## src/common/scw_pkg.sv

```systemverilog
package scw_pkg;
   // register indices; byte address is four times the index
   localparam logic [5:0] IDX_STATUS = 6'h10;
   localparam logic [5:0] IDX_FORMAT = 6'h0e;
   localparam logic [5:0] IDX_ENABLES = 6'h0f;
   localparam logic [5:0] IDX_DATA = 6'h11;
   // format/wake register fields
   localparam int F_RX9 = 7;
   localparam int F_TX9 = 6;
   localparam int F_NINE = 4;
   localparam int F_WAKE = 3;
   localparam int F_POL = 2;
   localparam int F_PHA = 1;
   localparam int F_LAST = 0;
   localparam logic [7:0] FORMAT_RESET = 8'h00;
   // enables register fields
   localparam int E_TXIE = 7;
   localparam int E_TX_DONE_IRQ_EN = 6;
   localparam int E_RXIE = 5;
   localparam int E_LINE_QUIET_IRQ_EN = 4;
   localparam int E_TXON = 3;
   localparam int E_RXON = 2;
   localparam int E_SLEEP = 1;
   localparam int E_BRK = 0;
   localparam logic [7:0] ENABLES_RESET = 8'h00;
   // status register fields
   localparam int S_TXE = 7;
   localparam int S_TXD = 6;
   localparam int S_RXF = 5;
   localparam int S_QUIET = 4;
   localparam int S_OVR = 3;
   localparam int S_NOISE = 2;
   localparam int S_FRAME = 1;
   // bits per frame, including start and stop
   localparam logic [3:0] FRAME_BITS8 = 4'ha;
   localparam logic [3:0] FRAME_BITS9 = 4'hb;
   localparam logic [3:0] DATA_BITS8 = 4'h8;
   localparam logic [3:0] DATA_BITS9 = 4'h9;
   localparam logic [1:0] RESP_OKAY = 2'h0;
   localparam logic [1:0] RESP_SLVERR = 2'h2;
   typedef enum logic [6:0] {
      TX_IDLE = 7'b0000001,
      TX_PRE = 7'b0000010,
      TX_BRK = 7'b0000100,
      TX_START = 7'b0001000,
      TX_DATA = 7'b0010000,
      TX_STOP = 7'b0100000,
      TX_MARK = 7'b1000000
   } scw_tx_type;
   typedef enum logic [3:0] {
      RX_IDLE = 4'b0001,
      RX_START = 4'b0010,
      RX_DATA = 4'b0100,
      RX_STOP = 4'b1000
   } scw_rx_type;
endpackage

```

## src/core/scw_uart.sv

```systemverilog
// The AXI4-Lite register port was chosen for this implementation.
`timescale 1ns/100ps
module scw_uart #(
   parameter int BIT_CLKS = 16
) (
   input wire logic clk_sys,
   input wire logic rstn,
   input wire logic [7:0] awaddr,
   input wire logic awvalid,
   output logic awready,
   input wire logic [31:0] wdata,
   input wire logic [3:0] wstrb,
   input wire logic wvalid,
   output logic wready,
   output logic [1:0] bresp,
   output logic bvalid,
   input wire logic bready,
   input wire logic [7:0] araddr,
   input wire logic arvalid,
   output logic arready,
   output logic [31:0] rdata,
   output logic [1:0] rresp,
   output logic rvalid,
   input wire logic rready,
   input wire logic serialInPin,
   output logic serialOutPin,
   output logic serialOutEn,
   output logic sclkOut,
   output logic sclkOutEn,
   output logic irqReq
);
   localparam int CW = $clog2(BIT_CLKS + 1);
   localparam logic [CW-1:0] LAST_CNT = CW'(BIT_CLKS - 1);
   localparam logic [CW-1:0] HALF_CNT = CW'(BIT_CLKS / 2);
   localparam logic [CW-1:0] MID_CNT = CW'(BIT_CLKS / 2 + 1);

   logic [7:0] fmt_q, ena_q, txData_q, rxData_q;
   logic rxNinth_q, txEmpty_q, txDone_q, rxFull_q, quiet_q, ovr_q;
   logic noise_q, frame_q, statRead_q, quietArm_q;
   logic [1:0] inSync_q;
   logic [2:0] samp_q;
   logic [3:0] frameBits, dataBits;
   logic nine, wake, txOn, rxOn, sleep, brk, txOnOld_q, preReq_q;
   logic wrFire, rdFire, wrStat, wrFmt, wrEna, wrData, rdStat, rdData;
   logic [5:0] wIdx, rIdx;

   assign nine = fmt_q[scw_pkg::F_NINE];
   assign wake = fmt_q[scw_pkg::F_WAKE];
   assign txOn = ena_q[scw_pkg::E_TXON];
   assign rxOn = ena_q[scw_pkg::E_RXON];
   assign sleep = ena_q[scw_pkg::E_SLEEP];
   assign brk = ena_q[scw_pkg::E_BRK];
   // one framing choice for both directions
   assign frameBits = nine ? scw_pkg::FRAME_BITS9 : scw_pkg::FRAME_BITS8;
   assign dataBits = nine ? scw_pkg::DATA_BITS9 : scw_pkg::DATA_BITS8;

   // ---------------- bus slave ----------------
   // address and data taken together; no new write until response drains
   assign awready = awvalid & wvalid & ~bvalid;
   assign wready = awready;
   assign arready = ~rvalid;
   assign wrFire = awvalid & wvalid & ~bvalid;
   assign rdFire = arvalid & ~rvalid;
   assign wIdx = awaddr[7:2];
   assign rIdx = araddr[7:2];
   assign wrFmt = wrFire & wstrb[0] & (wIdx == scw_pkg::IDX_FORMAT);
   assign wrEna = wrFire & wstrb[0] & (wIdx == scw_pkg::IDX_ENABLES);
   assign wrData = wrFire & wstrb[0] & (wIdx == scw_pkg::IDX_DATA);
   assign wrStat = wrFire & (wIdx == scw_pkg::IDX_STATUS);
   assign rdStat = rdFire & (rIdx == scw_pkg::IDX_STATUS);
   assign rdData = rdFire & (rIdx == scw_pkg::IDX_DATA);

   // write response one cycle after the write is taken
   always_ff @(posedge clk_sys) begin
      if (!rstn) begin
         bvalid <= 1'b0;
         bresp <= scw_pkg::RESP_OKAY;
      end else if (wrFire) begin
         bvalid <= 1'b1;
         bresp <= (wrFmt | wrEna | wrData | wrStat | ~wstrb[0]) &&
            (wIdx == scw_pkg::IDX_FORMAT || wIdx == scw_pkg::IDX_ENABLES ||
             wIdx == scw_pkg::IDX_DATA || wIdx == scw_pkg::IDX_STATUS) ?
            scw_pkg::RESP_OKAY : scw_pkg::RESP_SLVERR;
      end else if (bready) begin
         bvalid <= 1'b0;
      end
   end

   // read data registered; unmapped reads give zero and an error
   always_ff @(posedge clk_sys) begin
      if (!rstn) begin
         rvalid <= 1'b0;
         rdata <= 32'h0;
         rresp <= scw_pkg::RESP_OKAY;
      end else if (rdFire) begin
         rvalid <= 1'b1;
         rresp <= scw_pkg::RESP_OKAY;
         unique case (rIdx)
            scw_pkg::IDX_FORMAT:
               rdata <= {24'h0, rxNinth_q, fmt_q[6:0]};
            scw_pkg::IDX_ENABLES: rdata <= {24'h0, ena_q};
            scw_pkg::IDX_DATA: rdata <= {24'h0, rxData_q};
            scw_pkg::IDX_STATUS:
               rdata <= {24'h0, txEmpty_q, txDone_q, rxFull_q, quiet_q,
                  ovr_q, noise_q, frame_q, 1'b0};
            default: begin
               rdata <= 32'h0;
               rresp <= scw_pkg::RESP_SLVERR;
            end
         endcase
      end else if (rready) begin
         rvalid <= 1'b0;
      end
   end

   // status read arms the clear; data access completes it
   always_ff @(posedge clk_sys) begin
      if (!rstn) begin
         statRead_q <= 1'b0;
      end else if (rdStat) begin
         statRead_q <= 1'b1;
      end else if (rdData | wrData) begin
         statRead_q <= 1'b0;
      end
   end

   // ---------------- transmitter ----------------
   scw_pkg::scw_tx_type txState_q;
   logic [CW-1:0] txCnt_q;
   logic [3:0] txBit_q;
   logic [8:0] txShift_q;
   logic txTick, txLine_q, sclk_q, oe_q, pulse, txLoad, txIdleNow;

   // free-running bit timer keeps the serial clock on a fixed grid
   always_ff @(posedge clk_sys) begin
      if (!rstn) begin
         txCnt_q <= '0;
      end else begin
         txCnt_q <= (txCnt_q == LAST_CNT) ? '0 : txCnt_q + 1'b1;
      end
   end
   assign txTick = (txCnt_q == LAST_CNT);
   assign txLoad = txTick & (txState_q == scw_pkg::TX_IDLE) & txOn & ~brk &
      ~preReq_q & ~txEmpty_q;
   assign txIdleNow = (txState_q == scw_pkg::TX_IDLE) & ~txLoad;

   // rising enable requests a preamble, even mid character
   always_ff @(posedge clk_sys) begin
      if (!rstn) begin
         txOnOld_q <= 1'b0;
         preReq_q <= 1'b0;
      end else begin
         txOnOld_q <= txOn;
         if (txOn & ~txOnOld_q) begin
            preReq_q <= 1'b1;
         end else if (txTick & (txState_q == scw_pkg::TX_IDLE) & txOn &
               ~brk) begin
            preReq_q <= 1'b0;
         end
      end
   end

   // frame sequencer, steps only on bit boundaries
   always_ff @(posedge clk_sys) begin
      if (!rstn) begin
         txState_q <= scw_pkg::TX_IDLE;
         txBit_q <= 4'h0;
         txShift_q <= 9'h1ff;
      end else if (txTick) begin
         unique case (txState_q)
            scw_pkg::TX_IDLE: begin
               txBit_q <= 4'h0;
               if (txOn & brk) begin
                  txState_q <= scw_pkg::TX_BRK;
               end else if (txOn & preReq_q) begin
                  txState_q <= scw_pkg::TX_PRE;
               end else if (txLoad) begin
                  txShift_q <= {fmt_q[scw_pkg::F_TX9], txData_q};
                  txState_q <= scw_pkg::TX_START;
               end
            end
            scw_pkg::TX_PRE: begin
               txBit_q <= txBit_q + 4'h1;
               if (txBit_q == frameBits - 4'h1) begin
                  txState_q <= scw_pkg::TX_IDLE;
               end
            end
            scw_pkg::TX_BRK: begin
               // whole blocks only; a cleared request ends at block end
               if (txBit_q == frameBits - 4'h1) begin
                  txBit_q <= 4'h0;
                  if (!brk) begin
                     txState_q <= scw_pkg::TX_MARK;
                  end
               end else begin
                  txBit_q <= txBit_q + 4'h1;
               end
            end
            scw_pkg::TX_MARK: txState_q <= scw_pkg::TX_IDLE;
            scw_pkg::TX_START: begin
               txBit_q <= 4'h0;
               txState_q <= scw_pkg::TX_DATA;
            end
            scw_pkg::TX_DATA: begin
               txShift_q <= {1'b1, txShift_q[8:1]};
               txBit_q <= txBit_q + 4'h1;
               if (txBit_q == dataBits - 4'h1) begin
                  txState_q <= scw_pkg::TX_STOP;
               end
            end
            scw_pkg::TX_STOP: txState_q <= scw_pkg::TX_IDLE;
         endcase
      end
   end

   // clock pulse only inside data bits; last one optional
   assign pulse = (txState_q == scw_pkg::TX_DATA) &
      ((txBit_q != dataBits - 4'h1) | fmt_q[scw_pkg::F_LAST]) &
      (fmt_q[scw_pkg::F_PHA] ? (txCnt_q < HALF_CNT) :
                               (txCnt_q >= HALF_CNT));

   // pins registered; float once disabled and the character is done
   always_ff @(posedge clk_sys) begin
      if (!rstn) begin
         txLine_q <= 1'b1;
         sclk_q <= 1'b0;
         oe_q <= 1'b0;
      end else begin
         oe_q <= txOn | (txState_q != scw_pkg::TX_IDLE);
         sclk_q <= fmt_q[scw_pkg::F_POL] ^ pulse;
         unique case (txState_q)
            scw_pkg::TX_BRK, scw_pkg::TX_START: txLine_q <= 1'b0;
            scw_pkg::TX_DATA: txLine_q <= txShift_q[0];
            default: txLine_q <= 1'b1;
         endcase
      end
   end
   assign serialOutPin = txLine_q;
   assign sclkOut = sclk_q;
   assign serialOutEn = oe_q;
   assign sclkOutEn = oe_q;

   // transmit flags; a set in the clear cycle wins
   always_ff @(posedge clk_sys) begin
      if (!rstn) begin
         txEmpty_q <= 1'b1;
         txDone_q <= 1'b1;
      end else begin
         if (txLoad) begin
            txEmpty_q <= 1'b1;
         end else if (wrData & statRead_q) begin
            txEmpty_q <= 1'b0;
         end
         if (txIdleNow & txTick & ~preReq_q & ~brk) begin
            txDone_q <= 1'b1;
         end else if (wrData & statRead_q) begin
            txDone_q <= 1'b0;
         end
      end
   end

   // ---------------- receiver ----------------
   scw_pkg::scw_rx_type rxState_q;
   logic [CW-1:0] rxCnt_q;
   logic [3:0] rxBit_q;
   logic [8:0] rxShift_q, rxWord;
   logic [15:0] quietCnt_q, quietLimit;
   logic rxNoise_q, rxArm_q, lineIn, vote, noisy, evalPt, frameEnd;
   logic lastBit, wakeAddr, accept, idleEvent, idleNow;

   // two flops before any logic sees the pin
   always_ff @(posedge clk_sys) begin
      if (!rstn) begin
         inSync_q <= 2'b11;
         samp_q <= 3'b111;
      end else begin
         inSync_q <= {inSync_q[0], serialInPin};
         samp_q <= {samp_q[1:0], inSync_q[1]};
      end
   end
   assign lineIn = inSync_q[1];
   // three samples around the bit centre, majority vote
   assign vote = (samp_q[0] & samp_q[1]) | (samp_q[1] & samp_q[2]) |
      (samp_q[0] & samp_q[2]);
   assign noisy = ~(&samp_q) & (|samp_q);
   assign evalPt = (rxCnt_q == MID_CNT);
   assign frameEnd = evalPt & (rxState_q == scw_pkg::RX_STOP);
   assign rxWord = nine ? rxShift_q : {1'b0, rxShift_q[8:1]};
   assign lastBit = nine ? rxWord[8] : rxWord[7];
   assign wakeAddr = sleep & wake & lastBit;
   assign accept = frameEnd & rxOn & (~sleep | wakeAddr);

   // bit framing; after a break the line must go high before a start
   always_ff @(posedge clk_sys) begin
      if (!rstn || !rxOn) begin
         rxState_q <= scw_pkg::RX_IDLE;
         rxCnt_q <= '0;
         rxBit_q <= 4'h0;
         rxShift_q <= 9'h0;
         rxNoise_q <= 1'b0;
         rxArm_q <= 1'b0;
      end else begin
         rxCnt_q <= (rxCnt_q == LAST_CNT) ? '0 : rxCnt_q + 1'b1;
         unique case (rxState_q)
            scw_pkg::RX_IDLE: begin
               rxCnt_q <= '0;
               rxBit_q <= 4'h0;
               if (lineIn) begin
                  rxArm_q <= 1'b1;
               end else if (rxArm_q) begin
                  rxState_q <= scw_pkg::RX_START;
                  rxNoise_q <= 1'b0;
               end
            end
            scw_pkg::RX_START: if (evalPt) begin
               rxNoise_q <= noisy;
               if (vote) begin
                  rxState_q <= scw_pkg::RX_IDLE; // false start
               end
            end
            scw_pkg::RX_DATA: if (evalPt) begin
               rxShift_q <= {vote, rxShift_q[8:1]};
               rxNoise_q <= rxNoise_q | noisy;
               rxBit_q <= rxBit_q + 4'h1;
               if (rxBit_q == dataBits - 4'h1) begin
                  rxState_q <= scw_pkg::RX_STOP;
               end
            end
            scw_pkg::RX_STOP: if (evalPt) begin
               rxState_q <= scw_pkg::RX_IDLE;
               rxArm_q <= vote;
            end
         endcase
         if (rxState_q == scw_pkg::RX_START && evalPt && !vote) begin
            rxState_q <= scw_pkg::RX_DATA;
         end
      end
   end

   // idle is a full frame of high bit times
   assign quietLimit = 16'(frameBits) * 16'(BIT_CLKS);
   assign idleNow = (quietCnt_q == quietLimit);
   assign idleEvent = lineIn & (quietCnt_q == quietLimit - 16'h1);
   always_ff @(posedge clk_sys) begin
      if (!rstn || !lineIn) begin
         quietCnt_q <= 16'h0;
      end else if (!idleNow) begin
         quietCnt_q <= quietCnt_q + 16'h1;
      end
   end

   // receive data, ninth bit and error flags in one transfer
   always_ff @(posedge clk_sys) begin
      if (!rstn) begin
         rxData_q <= 8'h0;
         rxNinth_q <= 1'b0;
         rxFull_q <= 1'b0;
         ovr_q <= 1'b0;
         noise_q <= 1'b0;
         frame_q <= 1'b0;
      end else if (accept & (rxFull_q | frame_q)) begin
         ovr_q <= 1'b1; // no transfer while full or framing held
      end else if (accept) begin
         rxData_q <= rxWord[7:0];
         rxNinth_q <= rxWord[8];
         rxFull_q <= 1'b1;
         noise_q <= rxNoise_q | noisy;
         frame_q <= ~vote;
      end else if (rdData & statRead_q) begin
         rxFull_q <= 1'b0;
         ovr_q <= 1'b0;
         noise_q <= 1'b0;
         frame_q <= 1'b0;
      end
   end

   // idle flag rearms only after a character arrives
   always_ff @(posedge clk_sys) begin
      if (!rstn) begin
         quiet_q <= 1'b0;
         quietArm_q <= 1'b1;
      end else begin
         if (idleEvent & rxOn & ~sleep & quietArm_q) begin
            quiet_q <= 1'b1;
            quietArm_q <= 1'b0;
         end else if (rdData & statRead_q) begin
            quiet_q <= 1'b0;
         end
         if (accept) begin
            quietArm_q <= 1'b1;
         end
      end
   end

   // control registers; hardware wake clears sleep, a write wins
   always_ff @(posedge clk_sys) begin
      if (!rstn) begin
         fmt_q <= scw_pkg::FORMAT_RESET;
         ena_q <= scw_pkg::ENABLES_RESET;
         txData_q <= 8'h0;
      end else begin
         if (wrFmt) begin
            fmt_q <= {1'b0, wdata[6:0]};
         end
         if (wrData) begin
            txData_q <= wdata[7:0];
         end
         if (sleep & ~wake & idleEvent) begin
            ena_q[scw_pkg::E_SLEEP] <= 1'b0;
         end else if (frameEnd & wakeAddr) begin
            ena_q[scw_pkg::E_SLEEP] <= 1'b0;
         end
         if (wrEna) begin
            ena_q <= wdata[7:0];
            // sleeping is refused on an idle line in idle wake mode
            if (~wake & idleNow & ~sleep) begin
               ena_q[scw_pkg::E_SLEEP] <= 1'b0;
            end
         end
      end
   end

   // single request from the gated sources
   always_ff @(posedge clk_sys) begin
      if (!rstn) begin
         irqReq <= 1'b0;
      end else begin
         irqReq <= (ena_q[scw_pkg::E_TXIE] & txEmpty_q) |
            (ena_q[scw_pkg::E_TX_DONE_IRQ_EN] & txDone_q) |
            (ena_q[scw_pkg::E_RXIE] & (rxFull_q | ovr_q)) |
            (ena_q[scw_pkg::E_LINE_QUIET_IRQ_EN] & quiet_q);
      end
   end
endmodule

```

## config.mk

```make
export PLATFORM = sky130hd
export DESIGN_NAME = scw_uart
export DESIGN_NICKNAME = d
export VERILOG_FILES = /design/src/common/scw_pkg.sv /design/src/core/scw_uart.sv
export SDC_FILE = /design/constraint.sdc
export NUM_CORES = 1
export LEC_CHECK = 0
export BUFFER_PORTS_ARGS = -buffer_cell sky130_fd_sc_hd__buf_2
export CORE_MARGIN = 2
export CORE_UTILIZATION = 50
export DETAILED_ROUTE_END_ITERATION = 7
export PLACE_DENSITY = 0.78
export SYNTH_ARGS = -nofsm -noshare
export SYNTH_HDL_FRONTEND = slang
export SYNTH_SLANG_ARGS = --single-unit
```

## constraint.sdc

```tcl
create_clock -name clk_sys -period 2.68 [get_ports clk_sys]
set_clock_uncertainty 0.05 [all_clocks]
set_input_delay 0.134 -clock clk_sys [delete_from_list [all_inputs] [get_ports clk_sys]]
set_output_delay 0.134 -clock clk_sys [all_outputs]
set_load 0.1 [all_outputs]
```

==> flow_summary.toml, run 1 <==
[yosys]
synthArstFlopShare = 0
synth_enable_flop_cells = 0
synth_flop_cell = "dfxtp_1"
synth_cells = 697
synth_area_sq_um = 6210
synth.avg_cell_area_sq_um = 8.92
synth.distinct_cells = 73
synth-seq-area-share = 0.416
yosys_warnings = 0
yosys_register_bits = 129

[timing]
max_freq_mhz = 437
finalHoldViolCount = 0
finalCritPeriodShare = 0.855
rsz0062_at_grt = "no"
setup_slack_ns = 0.390
slew_headroom = 0.440
slew_violations = 0
worst_pin_slew_ns = 0.829
setup_tns_ns = 0
setup_violations = 0
fin_crit_ns = 2.29

[clock_tree]
insertion_delay_ns = 0.41
cts_root_buf = "clkbuf_16"
clock_path_buffers = 2
cts_tree = "built"
numClockSinks = 129
cts_made_buffers = 17
cts.clk_slew.worst_paths_ns = 0.06
h-tree-depth = 4

[power]
power_density_nw_per_um2 = 645
irDropWorstVdd_v = 0.000405
total_power_uw = 4650
cellLeakagePower_uw = 0.00271

[setup_path]
worstSetupStartpointType = "flip-flop"
slowest_stage = "dfxtp_1"
crit_buf_inv = 0
arrival_ns = 2.52
critical-path-max-stage-delay_ns = 0.54
crit_chain = "nor2b_1, o311ai_0, and2_1, o31ai_1, nor2_1"
r2r_start = "txState_q[4]$_SDFFE_PN0P_"
end_kind = "flip-flop"
cp.required_ns = 2.91
critPathMaxFanout = 10
cp-startpoint = "txState_q[4]$_SDFFE_PN0P_"
critPathKind = "flip-flop to flip-flop"
critPathTopFamily = "compound AO/OA/AOI/OAI gates"

[route]
ant_nets = 0
viasPerCell = 5.57
drc = 0
first_iter_violations = 333
wl_per_cell_um = 15.0
totalWireLength_mm = 14.0
drt_pass1_iterations = 5
num_vias = 5201

[min_path]
hp-class = "input pin to flip-flop"
holdCritStartpoint = "wdata[1]"

[die]
initial_core_util = 0.515
io_pins = 106
dieArea_sq_um = 13300
die_width_um = 115
core_sq_um = 12100
core.rowCount = 40
die_y_um = 115

[finish]
final_common_cell = "dfxtp_1"
fin_nets = 822
regArea_sq_um = 2580
num_antenna_cells = 0
area_growth_pct = 16.0
multiInputGateArea_sq_um = 3310
fillers = 1025
drive_above_1_share = 0.157
mostFrequentLayoutCells = "129 x dfxtp_1, 101 x nor2_1, 66 x nand2_1"

[global_routing]
grt-ovfl-total = 0
antenna_found_initial = 0
first_global_vias = 5023
grt_pass1_wl_mm = 23.3
grt_usage = 0.218
grt_max_degree = 26

[status]
status = "completed"

[placed_design]
place_congestion = 0.835
dp.final_hpwl_mm = 9.77
numPortBuffers = 48
place_ws_ns = 0.470

[run]
drv_cap = 0
-- Yosys cell counts, drive strengths merged, types with 4 or more instances --
master	number	area share
o211ai	8	0.010
nand4	8	0.0081
and3	6	0.0060
nor3	11	0.011
o41ai	4	0.0056
nor2	104	0.065
a21oi	30	0.024
mux2	9	0.016
nor4	10	0.012
nand4b	5	0.0070
a211oi	13	0.016
clkbuf	19	0.013
or3	4	0.0040
a221oi	7	0.0099
dfxtp	129	0.42
nor4b	8	0.016
buf	41	0.045
nor2b	7	0.0070
mux2i	52	0.084
nand3b	5	0.0060
xor2	15	0.021
xnor2	14	0.020
nand3	25	0.020
nand2	66	0.040
o21ai	17	0.014
or2	4	0.0040
ha	9	0.018
nand2b	11	0.011
inv	15	0.0091
-- worst reg2reg max path, stage by stage (launching register included) --
cell	delay (ns)
dfxtp_1	0.54
nor2b_1	0.39
o311ai_0	0.34
and2_1	0.27
o31ai_1	0.47
nor2_1	0.10
-- kinds of logic (layout without fill, tap and decap cells) --
| family | Yosys count | count (layout) | share of synthesized area |
|---|---|---|---|
| adder cells (fa/ha/maj) | 10 | 10 | 0.0197 |
| multiplexers | 61 | 61 | 0.100 |
| AO/OA/AOI/OAI | 104 | 104 | 0.120 |
| buffers and inverters | 75 | 118 | 0.0674 |
| other | 1 | 26 | 0.000603 |
| AND/OR/NAND/NOR | 288 | 288 | 0.236 |
| flip-flops | 129 | 129 | 0.416 |
| XOR/XNOR | 29 | 29 | 0.0409 |
-- state kept, by name, indices dropped and copies added, names as in the netlist, 4 cells and up --
register    flops
rxData_q        8
fmt_q           7
txBit_q         4
rdata           8
quietCnt_q     16
rxShift_q       9
ena_q           8
txData_q        8
txShift_q       9
txCnt_q         5
rxCnt_q         5
rxBit_q         4
rxState_q       4
txState_q       7
-- report_power, final --
group	total [uW]	internal, uW	leakage [uW]	switching [uW]
combinational	350	59.0	0.00138	291
clock	2350	1550	0.000294	798
sequential	1950	1930	0.00104	12.6
-- final timing paths --
kind                                           endpoint  depth (start not counted)  slack (ns)
worst max-delay path            txBit_q[1]$_SDFFE_PN0P_                          5        0.39
worst min-delay path              fmt_q[1]$_SDFFE_PN0P_                          3       0.007
worst max register to register  txBit_q[1]$_SDFFE_PN0P_                          5        0.39
worst min register to register   inSync_q[1]$_SDFF_PN1_                          1        0.36
-- final cells by class --
class / count / area share
clock inverter: 5 / 0.0139
timing repair buffer: 72 / 0.0621
inverter: 15 / 0.00781
sequential: 129 / 0.358
tap: 168 / 0.0292
multi-input combinational: 518 / 0.460
clock buffer: 26 / 0.0692
-- layer usage --
metal  vias up  global-route usage  part of all wire
met5         -                   0                 0
met4         0              0.0779             0.021
met3        26              0.0523             0.048
met2       156               0.370              0.49
met1      2490               0.270              0.45
li1       2529                   -                 -
-- what timing repair did --
action / 4_1_cts / 5_1_grt
setup endpoints to repair: 0 / 0
endpoints found under the hold margin: 16 / 0
hold buffers: 11 / 0
buffers inserted: 0 / 0
gates resized for setup: 0 / 0
-- metrics by stage --
stage,cell area (sq um),util,cells,hold WS (ns)
finish,7210,0.598,933,0.00698
global route,7210,0.598,933,0.0146
CTS,7210,0.598,933,0.000549
detailed placement,6500,0.539,891,0.272
global placement,6500,0.539,891,0.273
floorplan,6310,-,722,0.184
Note: power is estimated with default switching activity, not from simulation.
==> inputs of run 2 (changes only) <==
--- a/config.mk
+++ b/config.mk
@@ -10,6 +10,7 @@
 export CORE_UTILIZATION = 50
 export DETAILED_ROUTE_END_ITERATION = 7
 export PLACE_DENSITY = 0.78
+export RECOVER_POWER = 25
 export SYNTH_ARGS = -nofsm -noshare
 export SYNTH_HDL_FRONTEND = slang
 export SYNTH_SLANG_ARGS = --single-unit
==> flow_summary.toml, run 2 (synthesized netlist as in run 1, its figures left out) <==
[status]
status = "completed"

[timing]
finalHoldViolCount = 0
max_freq_mhz = 437
finalCritPeriodShare = 0.854
setup_violations = 0
slew_headroom = 0.219
worst_pin_slew_ns = 1.18
rsz0062_at_grt = "no"
fin_crit_ns = 2.29
setup_tns_ns = 0
slew_violations = 0

[clock_tree]
h-tree-depth = 4
cts_made_buffers = 17
ctsResizeCount = 0
clock_path_buffers = 2
cts_tree = "built"
cts.clk_slew.worst_paths_ns = 0.06
insertion_delay_ns = 0.41
numClockSinks = 129
cts_root_buf = "clkbuf_16"

[global_routing]
grt_max_degree = 26
antenna_found_initial = 0
grt_pass1_wl_mm = 23.3
grt-ovfl-total = 0
first_global_vias = 5023
grt_usage = 0.218

[power]
comb_power_share = 0.075
pwr-share-seq = 0.419
irDropWorstVdd_v = 0.000405
total_power_uw = 4650
cellLeakagePower_uw = 0.00264
clkPwrFrac = 0.506
internal_power_uw = 3550
power_density_nw_per_um2 = 647
sw_frac_of_total = 0.237
p_sw_uw = 1100

[die]
die_y_um = 115
core.rowCount = 40
dieArea_sq_um = 13300
io_pins = 106
die_width_um = 115
core_sq_um = 12100
initial_core_util = 0.515

[setup_path]
cp.required_ns = 2.91
critPathMaxFanout = 10
crit_chain = "nor2b_1, o311ai_0, and2_1, o31ai_1, nor2_1"
worstSetupStartpointType = "flip-flop"
crit_buf_inv = 0
critPathTopFamily = "compound AO/OA/AOI/OAI gates"
critical-path-max-stage-delay_ns = 0.54
critPathKind = "flip-flop to flip-flop"
slowest_stage = "dfxtp_1"
end_kind = "flip-flop"
arrival_ns = 2.52

[route]
num_vias = 5203
first_iter_violations = 355
ant_nets = 0
drc = 0
viasPerCell = 5.58
drt_pass1_iterations = 5
wl_per_cell_um = 15.0
totalWireLength_mm = 14.0

[placed_design]
place_congestion = 0.835
dp.final_hpwl_mm = 9.77
numPortBuffers = 48
dpl_cell_area_sq_um = 6500

[finish]
top_regs = "quietCnt_q: 16 flops, rxShift_q: 9 flops, txShift_q: 9 flops"
final_util = 0.596
final_common_cell = "dfxtp_1"
mostFrequentLayoutCells = "129 x dfxtp_1, 101 x nor2_1, 66 x nand2_1"
num_antenna_cells = 0
largest-register = "quietCnt_q"
design_area_sq_um = 7180
drive_above_1_share = 0.133
fin_nets = 822
largest_reg_flops = 16
area_growth_pct = 15.6

[min_path]
hp-class = "input pin to flip-flop"

[run]
drv_cap = 0
## run 2: final cells by class
type	instances	area, sq um
Clock buffer	26	499
Clock inverter	5	100
Fill cell	1037	4880
Inverter	15	56.3
Multi-Input combinational cell	518	3310
Sequential cell	129	2580
Tap cell	168	210
Timing Repair Buffer	72	423
## run 2: routing by layer
metal | wire length, um | GRT usage | up-vias
li1 | - | - | 2530
met1 | 6220 | 0.270 | 2482
met2 | 6780 | 0.370 | 161
met3 | 703 | 0.0523 | 30
met4 | 301 | 0.0779 | 0
met5 | 0 | 0 | -
## run 2: per-stage QoR
stage | setup slack, ns | cells | hold slack [ns]
6_report | 0.390 | 933 | 0.00747
5_1_grt | 0.226 | 933 | 0.0146
4_1_cts | 0.429 | 933 | 0.000549
3_5_place_dp | 0.470 | 891 | 0.272
3_3_place_gp | 0.512 | 891 | 0.273
2_1_floorplan | 0.0336 | 722 | 0.184
## run 2: worst register-to-register path: stages (launching register included)
cell	delay [ns]
dfxtp_1	0.54
nor2b_1	0.39
o311ai_0	0.34
and2_1	0.27
o31ai_1	0.47
nor2_1	0.10
## run 2: power by group through the flow
stage          clock (uW)  sequential [uW]  combinational (uW)
6_report             2350             1950                 349
5_1_grt              2460             1950                 366
4_1_cts              2370             1950                 349
3_5_place_dp            0             1990                 335
3_3_place_gp            0             1990                 329
2_1_floorplan           0             2020                 277
## run 2: path summary, 6_finish.rpt
| check | start | end | slack (ns) | depth (start not counted) |
|---|---|---|---|---|
| setup / recovery | txState_q[4]$_SDFFE_PN0P_ | txBit_q[1]$_SDFFE_PN0P_ | 0.39 | 5 |
| hold / removal | wdata[1] | fmt_q[1]$_SDFFE_PN0P_ | 0.007 | 3 |
| setup reg to reg | txState_q[4]$_SDFFE_PN0P_ | txBit_q[1]$_SDFFE_PN0P_ | 0.39 | 5 |
| hold reg to reg | inSync_q[0]$_SDFF_PN1_ | inSync_q[1]$_SDFF_PN1_ | 0.36 | 1 |
## run 2: timing repair
action                                  in CTS  in global routing
hold endpoints to repair                    16                  0
hold buffers                                11                  0
endpoints found under the setup margin       0                  0
setup buffers                                0                  0
